$ cat config.mk
export PLATFORM = sky130hd
export DESIGN_NAME = orm_merge_complement
export DESIGN_NICKNAME = d
export VERILOG_FILES = /design/src/verilog/orm_pkg.sv /design/src/verilog/orm_merge_complement.sv
export SDC_FILE = /design/constraint.sdc
export NUM_CORES = 2
export LEC_CHECK = 0
export ABC_AREA = 1
export BUFFER_PORTS_ARGS = -buffer_cell sky130_fd_sc_hd__buf_2
export CORE_AREA = 2 2 382 384
export CTS_CLUSTER_DIAMETER = 40
export CTS_CLUSTER_SIZE = 28
export DETAILED_ROUTE_END_ITERATION = 8
export DIE_AREA = 0 0 384 386
export PLACE_DENSITY_LB_ADDON = 0.15
export SYNTH_ARGS = -nofsm -noshare
export SYNTH_HDL_FRONTEND = slang
export SYNTH_SLANG_ARGS = --single-unit
$ cat constraint.sdc
create_clock -name sys_clk -period 45.3 [get_ports sys_clk]
set_input_delay 13.59 -clock sys_clk [delete_from_list [all_inputs] [get_ports sys_clk]]
set_output_delay 13.59 -clock sys_clk [all_outputs]
set_load 0.02 [all_outputs]
$ cat src/verilog/orm_pkg.sv
// constants for the operand register merge and complement block
package orm_pkg;
    localparam int WORD_W = 60;
    localparam int NUM_REGS = 8;
    localparam int SEL_W = 3;
    localparam int LOW_W = 24;
    localparam int SIGN_BIT = 59;
    localparam int FANOUT_DEF = 4;
    // complement groups: bits 0-47, 48-57, 58-59
    localparam int GRP_A_LO = 0;
    localparam int GRP_A_HI = 47;
    localparam int GRP_B_LO = 48;
    localparam int GRP_B_HI = 57;
    localparam int GRP_C_LO = 58;
    localparam int GRP_C_HI = 59;
    // special-case words
    localparam logic [59:0] WORD_OVF_POS = 60'h7ff000000000000;
    localparam logic [59:0] WORD_OVF_NEG = 60'h800000000000000;
    localparam logic [59:0] WORD_UNDERFLOW = 60'h000000000000000;
    localparam logic [59:0] WORD_INDEF = 60'h3ff000000000000;
    localparam logic [59:0] WORD_IDLE = 60'hfffffffffffffff;
    // apb map
    localparam int ADDR_W = 8;
    localparam logic [7:0] OFF_RDSEL = 8'h00;
    localparam logic [7:0] OFF_RDLO = 8'h04;
    localparam logic [7:0] OFF_RDHI = 8'h08;
    localparam logic [7:0] OFF_STATUS = 8'h0c;
    localparam logic [2:0] RDSEL_RESET = 3'h0;
    // status fields
    localparam int ST_LASTSEL_LO = 0;
    localparam int ST_ENTERED = 3;
    localparam int ST_OVF = 4;
    localparam int ST_UNF = 5;
    localparam int ST_INDEF = 6;
endpackage

$ cat src/verilog/orm_merge_complement.sv
// operand register bank with write merge/complement and read network
// Notes on behaviour
// - unit special cases form overflow, clearing bit 59
// - translator forms complement controls from unit info
// - two static merges around complement control
// - merged word loads selected register on enter
// - invert multiply/divide output when coefficient negative
// - invert normalize/shift output when result positive
// - memory delivery turns idle ones to zeros
// - positive overflow inverts bits 0-47
// - negative overflow inverts bits 0-59
// - underflow inverts whole word to zero
// - indefinite inverts bits 0-47, 58, 59
// - decode i, j, k; route three operands
// - fan out sign bit of j, k
// - m bit 1 picks k or i for shift
// - register zero low 24 bits always out
// - eight 60-bit registers, one loaded per cycle
//
// Chosen here: the APB interface to the registers and the register offsets.
module orm_merge_complement #(
    parameter int SIGN_FANOUT = orm_pkg::FANOUT_DEF
) (
    input wire logic sys_clk,
    input wire logic rst,
    // first group: multiply, divide, shift, normalize
    input wire logic [59:0] mulResult,
    input wire logic [59:0] divResult,
    input wire logic [59:0] shiftResult,
    input wire logic [59:0] normResult,
    // second group: remaining units and memory controller
    input wire logic [59:0] faddResult,
    input wire logic [59:0] longAddResult,
    input wire logic [59:0] boolResult,
    input wire logic [59:0] popResult,
    input wire logic [59:0] incrResult,
    input wire logic [59:0] memoryControllerData,
    // special-case and sign treatment
    input wire logic faddOverflow,
    input wire logic mulOverflow,
    input wire logic divOverflow,
    input wire logic overflowNegative,
    input wire logic underflowCase,
    input wire logic indefiniteCase,
    input wire logic mulDivNegative,
    input wire logic normShiftPositive,
    input wire logic memoryDeliver,
    // write select
    input wire logic enterReg,
    input wire logic [2:0] regSelect,
    // designators of the current instruction word
    input wire logic [2:0] desigI,
    input wire logic [2:0] desigJ,
    input wire logic [2:0] desigK,
    input wire logic mBit1,
    // read network outputs
    output logic [59:0] resultOperand,
    output logic [59:0] firstSource,
    output logic [59:0] secondSource,
    output logic [59:0] shiftOperand,
    output logic [SIGN_FANOUT-1:0] firstSignFan,
    output logic [SIGN_FANOUT-1:0] secondSignFan,
    output logic [23:0] regZeroLow,
    // apb slave
    input wire logic psel,
    input wire logic penable,
    input wire logic pwrite,
    input wire logic [7:0] paddr,
    input wire logic [31:0] pwdata,
    output logic [31:0] prdata,
    output logic pready,
    output logic pslverr
);
    if (SIGN_FANOUT < 1) begin : g_chk
        $error("SIGN_FANOUT must be at least one");
    end

    logic [59:0] opReg_reg [orm_pkg::NUM_REGS];
    logic [59:0] group1Merge;
    logic [59:0] group1Forced;
    logic [59:0] complemented;
    logic [59:0] finalWord;
    logic [59:0] invMask;
    logic [59:0] memGated;
    logic overflowAny;
    logic cmpLow;
    logic cmpMid;
    logic cmpTop;

    // overflow merged from the three floating units
    assign overflowAny = faddOverflow | mulOverflow | divOverflow;

    // idle units send ones, so a wired-and merge needs no select
    assign group1Merge = mulResult & divResult & shiftResult & normResult;

    // first step of the overflow exponent pattern
    always_comb begin
        group1Forced = group1Merge;
        group1Forced[orm_pkg::SIGN_BIT] =
            group1Merge[orm_pkg::SIGN_BIT] & ~overflowAny;
    end

    // translator: memory delivery wins, then special cases, then sign
    always_comb begin
        cmpLow = 1'b0;
        cmpMid = 1'b0;
        cmpTop = 1'b0;
        if (memoryDeliver) begin
            cmpLow = 1'b1;
            cmpMid = 1'b1;
            cmpTop = 1'b1;
        end else if (overflowAny) begin
            cmpLow = 1'b1;
            cmpMid = overflowNegative;
            cmpTop = overflowNegative;
        end else if (underflowCase) begin
            cmpLow = 1'b1;
            cmpMid = 1'b1;
            cmpTop = 1'b1;
        end else if (indefiniteCase) begin
            cmpLow = 1'b1;
            cmpTop = 1'b1;
        end else if (mulDivNegative || normShiftPositive) begin
            // sign complement is all three groups together
            cmpLow = 1'b1;
            cmpMid = 1'b1;
            cmpTop = 1'b1;
        end
    end

    // each group inverts its own slice only
    always_comb begin
        invMask = '0;
        invMask[orm_pkg::GRP_A_HI:orm_pkg::GRP_A_LO] = {48{cmpLow}};
        invMask[orm_pkg::GRP_B_HI:orm_pkg::GRP_B_LO] = {10{cmpMid}};
        invMask[orm_pkg::GRP_C_HI:orm_pkg::GRP_C_LO] = {2{cmpTop}};
    end

    assign complemented = group1Forced ^ invMask;

    // memory idles at ones as well, so it joins only while delivering;
    // the zeroed first group then lets its word through unaltered
    assign memGated = memoryDeliver ? memoryControllerData : '0;

    // second static merge with the rest and memory data
    assign finalWord = (complemented & faddResult & longAddResult
        & boolResult & popResult & incrResult) | memGated;

    // one register loads the broadcast word per period
    // with enter low every register holds
    always_ff @(posedge sys_clk or posedge rst) begin
        if (rst) begin
            for (int r = 0; r < orm_pkg::NUM_REGS; r++) begin
                opReg_reg[r] <= '0;
            end
        end else if (enterReg) begin
            opReg_reg[regSelect] <= finalWord;
        end
    end

    // read network, registered so outputs come from flip-flops
    always_ff @(posedge sys_clk or posedge rst) begin
        if (rst) begin
            resultOperand <= '0;
            firstSource <= '0;
            secondSource <= '0;
        end else begin
            resultOperand <= opReg_reg[desigI];
            firstSource <= opReg_reg[desigJ];
            secondSource <= opReg_reg[desigK];
        end
    end

    // sign fanout so heavy loads do not share one net
    always_ff @(posedge sys_clk or posedge rst) begin
        if (rst) begin
            firstSignFan <= '0;
            secondSignFan <= '0;
        end else begin
            firstSignFan <=
                {SIGN_FANOUT{opReg_reg[desigJ][orm_pkg::SIGN_BIT]}};
            secondSignFan <=
                {SIGN_FANOUT{opReg_reg[desigK][orm_pkg::SIGN_BIT]}};
        end
    end

    // shift operand: nominal shifts use k, constant shifts use i
    always_ff @(posedge sys_clk or posedge rst) begin
        if (rst) begin
            shiftOperand <= '0;
        end else if (mBit1) begin
            shiftOperand <= opReg_reg[desigK];
        end else begin
            shiftOperand <= opReg_reg[desigI];
        end
    end

    // register zero low bits go out with no condition
    always_ff @(posedge sys_clk or posedge rst) begin
        if (rst) begin
            regZeroLow <= '0;
        end else begin
            regZeroLow <= opReg_reg[0][orm_pkg::LOW_W-1:0];
        end
    end

    // ---- apb slave: readback select and status ----
    logic [2:0] readSel_reg;
    logic [2:0] lastSel_reg;
    logic entered_reg;
    logic sawOvf_reg;
    logic sawUnf_reg;
    logic sawIndef_reg;
    logic setupPhase;
    logic accessDone;
    logic [31:0] readValue;
    logic addrOk;

    // one wait-free access: pready rises for the access cycle only
    assign setupPhase = psel & ~penable & ~pready;
    assign accessDone = psel & penable & pready;

    always_comb begin
        readValue = '0;
        addrOk = 1'b1;
        case (paddr)
            orm_pkg::OFF_RDSEL: readValue[2:0] = readSel_reg;
            orm_pkg::OFF_RDLO: readValue = opReg_reg[readSel_reg][31:0];
            orm_pkg::OFF_RDHI:
                readValue[27:0] = opReg_reg[readSel_reg][59:32];
            orm_pkg::OFF_STATUS: begin
                readValue[orm_pkg::ST_LASTSEL_LO +: 3] = lastSel_reg;
                readValue[orm_pkg::ST_ENTERED] = entered_reg;
                readValue[orm_pkg::ST_OVF] = sawOvf_reg;
                readValue[orm_pkg::ST_UNF] = sawUnf_reg;
                readValue[orm_pkg::ST_INDEF] = sawIndef_reg;
            end
            default: addrOk = 1'b0;
        endcase
    end

    always_ff @(posedge sys_clk or posedge rst) begin
        if (rst) begin
            pready <= 1'b0;
            pslverr <= 1'b0;
            prdata <= '0;
        end else begin
            pready <= setupPhase;
            pslverr <= setupPhase & ~addrOk;
            if (setupPhase && !pwrite) begin
                prdata <= readValue;
            end
        end
    end

    // readback select steers which register software sees
    always_ff @(posedge sys_clk or posedge rst) begin
        if (rst) begin
            readSel_reg <= orm_pkg::RDSEL_RESET;
        end else if (accessDone && pwrite && paddr == orm_pkg::OFF_RDSEL) begin
            readSel_reg <= pwdata[2:0];
        end
    end

    // sticky status; a new event in the clearing write wins
    logic statusClear;
    assign statusClear = accessDone & pwrite & (paddr == orm_pkg::OFF_STATUS);

    always_ff @(posedge sys_clk or posedge rst) begin
        if (rst) begin
            lastSel_reg <= '0;
            entered_reg <= 1'b0;
            sawOvf_reg <= 1'b0;
            sawUnf_reg <= 1'b0;
            sawIndef_reg <= 1'b0;
        end else begin
            if (enterReg) begin
                lastSel_reg <= regSelect;
            end
            entered_reg <= enterReg | (entered_reg & ~statusClear);
            sawOvf_reg <= (enterReg & overflowAny & ~memoryDeliver)
                | (sawOvf_reg & ~statusClear);
            sawUnf_reg <= (enterReg & underflowCase & ~memoryDeliver)
                | (sawUnf_reg & ~statusClear);
            sawIndef_reg <= (enterReg & indefiniteCase & ~memoryDeliver)
                | (sawIndef_reg & ~statusClear);
        end
    end

    logic allOnesIn;
    assign allOnesIn = (group1Merge == orm_pkg::WORD_IDLE)
        && ((faddResult & longAddResult & boolResult & popResult
        & incrResult & memoryControllerData) == orm_pkg::WORD_IDLE);
endmodule

======== Yosys cells after proc, flatten, opt, wreduce, memory -nomap -nowiden ========
Index checks and enable logic that the tools add are counted.
word-level totals
  flip-flop bits (word level) ............. 790
  latch bits .............................. 0
  memory bits (writable) .................. 0
  ROM bits ................................ 0
  output and inout port bits .............. 306
  logic and storage cells ................. 119
  memories kept ........................... 0
cells by class
  $add $sub $neg .......................... 0
  multiply operators ...................... 0
  divide/modulo/power cells ............... 0
  order comparisons ....................... 6
  equality and inequality tests ........... 3
  shifts and indexed selects .............. 0
  mux-type cells .......................... 33
  bitwise gates (word level) .............. 45
  reduce and logical (&&, ||, !) cells .... 8
operator list
  operator            count
  $bmux 60 s3         4
  $mux 60             11
  $and 60x60->60      8
  $bwmux 480          1
  $demux 60 s3        1
  $or 60x60->60       1
  $xor 60x60->60      1
  $pmux 21 s2         1
  $ge 4x4->1 const B  5
  $not 3->4           5
  $and 1x1->1         18
  $eq 8x4->1 const B  2
  $mux 1              12
  $pmux 3 s4          1
  $pmux 4 s3          1
  $eq 8x3->1 const B  1
  $logic_not 8->1     1
  $not 1->1           6
  $or 1x1->1          6
  $logic_and 1x1->1   4
  $lt 4x1->1 const B  1
  $mux 4              1
  $reduce_or 4->1     1
  $logic_not 1->1     1
  $logic_or 1x1->1    1

======== Longest topological paths before layout ========
  depth after elaboration ................. 14
  depth in mapped cells ................... 12
  gate-level depth less buffers ........... 10

======== Worst setup path before layout ========
No wires, ideal clock.
  kind .................................... input to register
  start point ............................. input memoryDeliver
  end point ............................... register opReg_reg[119] in the netlist's numbering
  data arrival time ....................... 14.581 ns
  setup slack ............................. 30.602 ns
  cell stages on the path ................. 9
  path buffers ............................ 2
  cells stage by stage .................... buf_4 > or2_0 > nand2_2 > buf_6 > nand3_1 > nand3_1 > nand2_1 > nand2_1 > nand2_1
between the ends
  cells in the longest elaborated chain, start to end .. 9
  elaborated cells on any way between the ends .. 10
  those cells by class .................... mux (3); bitwise (7)
RTL lines
  item                             line                         text
  from (decl)                      orm_merge_complement.sv:47   input wire logic memoryDeliver,
  $mux 1                           orm_merge_complement.sv:108  if (memoryDeliver) begin
  $xor 60x60->60                   orm_merge_complement.sv:139  assign complemented = group1Forced ^ invMask;
  $and 60x60->60 (2 in series)     orm_merge_complement.sv:146  assign finalWord = (complemented & faddResult & longAddResult
  $and 60x60->60 (3 in series)     orm_merge_complement.sv:147  & boolResult & popResult & incrResult) | memGated;
  $or 60x60->60 (*)                orm_merge_complement.sv:147
  $bwmux 480 (*)                   orm_merge_complement.sv:157  opReg_reg[regSelect] <= finalWord;
  to (signal, indexed assignment)  orm_merge_complement.sv:157
  to (decl)                        orm_merge_complement.sv:78   logic [59:0] opReg_reg [orm_pkg::NUM_REGS];
Every way passes the cells marked *; elsewhere a longest branch is shown, timed or not.
A chain may end at the register's enable or synchronous reset.

======== Final worst setup path ========
  start point ............................. input desigK[0]
  end point ............................... register shiftOperand[15]
between the ends
  cells in the longest elaborated chain, start to end .. 5
RTL lines
  item                                         line                         text
  from (decl)                                  orm_merge_complement.sv:54   input wire logic [2:0] desigK,
  $not 3->4 (not written as such)              orm_merge_complement.sv:192  shiftOperand <= opReg_reg[desigK];
  $bmux 60 s3                                  orm_merge_complement.sv:192
  $mux 60 (not written as such) (2 in series)  orm_merge_complement.sv:192
  $mux 60                                      orm_merge_complement.sv:191  end else if (mBit1) begin
  to (signal assigned)                         orm_merge_complement.sv:192
  to (signal assigned)                         orm_merge_complement.sv:194  shiftOperand <= opReg_reg[desigI];
  to (decl)                                    orm_merge_complement.sv:60   output logic [59:0] shiftOperand,
Every way passes these cells. The select of a mux whose other input is x is not followed.

==> results.json <==
{
  "run_status": "complete, no violations",
  "rows": 140,
  "met1_length_mm": 96.31,
  "report.final.hold_viol_count": 0,
  "synth_largest_area_cell": "dfrtp_1",
  "drc": 0,
  "routed_length_on_met2_mm": 101.9,
  "tritoncts": "done",
  "post_cts_buffers": 0,
  "timing.critical_path.mode_cell": "nand2_1",
  "leakagePower_nw": 29.81,
  "die-area_um2": 148200,
  "via_count_of_the_first_global_routing_pass": 47981,
  "place_congestion": 0.8783,
  "timing.critical_path.required_ns": 45.92,
  "post-route-period-util_pct": 36.35,
  "clk_transition_reported_paths_ns": 0.05,
  "gr-usage-all-layers_pct": 30.01,
  "detail_route.wl_per_cell_um": 23.55,
  "vias_per_cell": 5.380,
  "initial_core_util_pct": 32.72,
  "cp_num_buf_inv": 4,
  "skew_ns": 0.03721,
  "cell_count_after_synthesis": 7022,
  "most_common_library_cell_in_the_layout_ignoring_fill_and_taps": "nand2_1",
  "unrepaired_setup_endpoints_after_global_routing": "false",
  "path_cells": "buf_8 -> inv_6 -> buf_4 -> buf_4 -> a21oi_1 -> o21ai_0 -> nand2_1 -> o21a_1 -> nand2_1 -> nand2_1",
  "route.top_layer_used": "met5",
  "setup_total_negative_slack_ns": 0,
  "startpoint_of_the_worst_hold_path": "opReg_reg[420]",
  "flow.area_growth_from_synthesis_pct": 23.96,
  "synth_cell_type_count": 33,
  "synthesis.area_um2": 47290,
  "max_cap_violations": 0,
  "tritoncts.num_buffers": 162,
  "core_region_area_um2": 144500,
  "hold_path_depth": 0,
  "synthesis.area_per_instance_um2": 6.734,
  "die_y_um": 386,
  "cts_resized": 0,
  "proportion_of_synthesized_chip_area_in_sequential_cells_pct": 41.70,
  "dr_total_vias": 52456,
  "layout-drive-gt1-share_pct": 19.06,
  "cts.hold.buffers_added": 0,
  "synth.yosys.warnings": 0,
  "wp_data_arrival_ns": 17.09,
  "fmax_mhz": 60.73,
  "timing.max_slew.rel_slack_pct": 14.89,
  "design.final.nets": 8357,
  "cts.sinks": 788,
  "synth_top_cells_by_area": "dfrtp_1 42%, nand2_1 21%, o21ai_0 8.8%",
  "drt_pass1_iterations": 6,
  "most-common-layout-cells": "2685 x nand2_1, 934 x buf_2, 831 x o21ai_0",
  "detailed_router_s_first_iteration_violation_count": 6161,
  "cts_htree_levels": 4,
  "final-max-slew-violation-count": 0,
  "drt-total-wl_mm": 229.7,
  "criticalPathCategory": "input pin to flop",
  "grt_antenna_before_repair": 14,
  "cts_root_buffer": "clkbuf_16",
  "setup_viol": 0,
  "rrSetupSlack_ns": 41.68,
  "slowest_delay_ns": 0.73,
  "io-pin-count": 974,
  "critical_path.endpoint_type": "flop",
  "largest_register_ffs": 480,
  "critical_path.slowest_cell": "buf_4",
  "worstSkewPairLatency_ns": 0.79,
  "synth-seq-cells": 788,
  "grt_start_max_net_pins": 217,
  "portBuffers": 944,
  "worst_slew_pin_slew_ns": 1.274,
  "power.ir.vdd_worst_mv": 0.03760,
  "grt_remaining_overflow": 0,
  "postRouteAntennaNets": 0,
  "global_route_wire_length_before_repair_mm": 329.0,
  "fin_util_pct": 40.56,
  "rr_startpoint": "readSel_reg[1]",
  "postSynthNetCount": 7690,
  "netlist.area_leader.share_pct": 41.70,
  "worst_reg_to_reg_path_cell_count": 8,
  "critical_path.top_delay_family": "buffers and inverters",
  "capture_instance_of_the_worst_register_to_register_path": "prdata[11]",
  "fin_crit_ns": 16.47,
  "worstPathMaxFanout": 132,
  "pwr_density_nw_per_um2": 45.09,
  "dp.final_hpwl_mm": 139.2,
  "timing.hold.worst.class": "flop to flop",
  "routed-wl-met3_mm": 22.42,
  "holdPathEnd": "regZeroLow[0]",
  "clockBufferDepth": 3,
  "die_span_in_x_um": 384,
  "startpoint_type": "input pin"
}
## layer usage
| layer | track usage (%) | vias up |
|---|---|---|
| met2 | 46.51 | 2917 |
| li1 | - | 24283 |
| met5 | 0.3574 | - |
| met4 | 11.70 | 14 |
| met3 | 6.647 | 479 |
| met1 | 40.55 | 24763 |
## metrics by stage
step	setup WS [ns]	std cells	hold slack, ns	cell area (um2)	total power [mW]
after floorplan	9.585	7022	0.4181	47290	1.183
after global placement	28.16	9442	0.4583	52770	1.368
after detailed placement	28.18	9442	0.4598	52770	1.374
after CTS	29.01	9745	0.4763	58610	2.654
after global routing	28.84	9745	0.4908	58610	2.759
final	28.83	9751	0.4733	58620	2.643
## area by class of cell
type	count	area, um2
antenna	6	15.01
clock buffer	192	4412
clock inverter	111	1421
sequential	788	19730
fill	15207	85890
inverter	293	1166
timing repair buffer	1019	5386
tap	1917	2399
multi-input combinational	5425	24090
## cells by family (layout without fill, tap and decap cells)
logic type / after synthesis / count (layout) / synth area share, %
AO/OA/AOI/OAI: 1822 / 1822 / 20.70
buffers and inverters: 809 / 1615 / 7.496
AND/OR/NAND/NOR: 3603 / 3603 / 30.10
flip-flops: 788 / 788 / 41.70
other: 0 / 6 / 0
## cell usage after synthesis
| cell | count |
|---|---|
| buf_2 | 163 |
| clkinv_1 | 3 |
| dfrtp_1 | 788 |
| clkbuf_2 | 5 |
| o21a_1 | 40 |
| inv_1 | 270 |
| clkbuf_1 | 253 |
| buf_6 | 14 |
| a31oi_1 | 60 |
| a21oi_2 | 50 |
| o21ai_2 | 8 |
| o21ai_1 | 227 |
| nand3b_1 | 1 |
| nor2_4 | 2 |
| buf_1 | 42 |
| clkinv_2 | 1 |
| nor2_1 | 467 |
| or2_0 | 1 |
| nand4_1 | 10 |
| o211ai_1 | 111 |
| o21ai_0 | 831 |
| nor2_2 | 10 |
| nor3b_2 | 1 |
| inv_2 | 19 |
| a21oi_1 | 495 |
| buf_4 | 33 |
| nand2_2 | 64 |
| nand2_1 | 2687 |
| buf_8 | 6 |
| or2_2 | 7 |
| nor3_1 | 6 |
| nand3_4 | 1 |
| nand3_1 | 346 |
## how the worst max path moves through the flow
stage,start,endpoint,cells past startpoint
after floorplan,rst,entered_reg,1
after global placement,desigK[0],shiftOperand[32],10
after detailed placement,desigK[0],shiftOperand[32],10
after CTS,desigK[0],shiftOperand[32],10
after global routing,desigK[0],shiftOperand[15],10
final,desigK[0],shiftOperand[15],10
## report_power, final
part | total, mW | leakage, nW | internal, mW | switching, mW
clock | 1.27 | 2.82 | 0.812 | 0.458
combinational | 0.483 | 16.8 | 0.153 | 0.329
sequential | 0.890 | 10.2 | 0.805 | 0.0852
total | 2.64 | 29.8 | 1.77 | 0.873
Note: power is estimated with default switching activity, not from simulation.
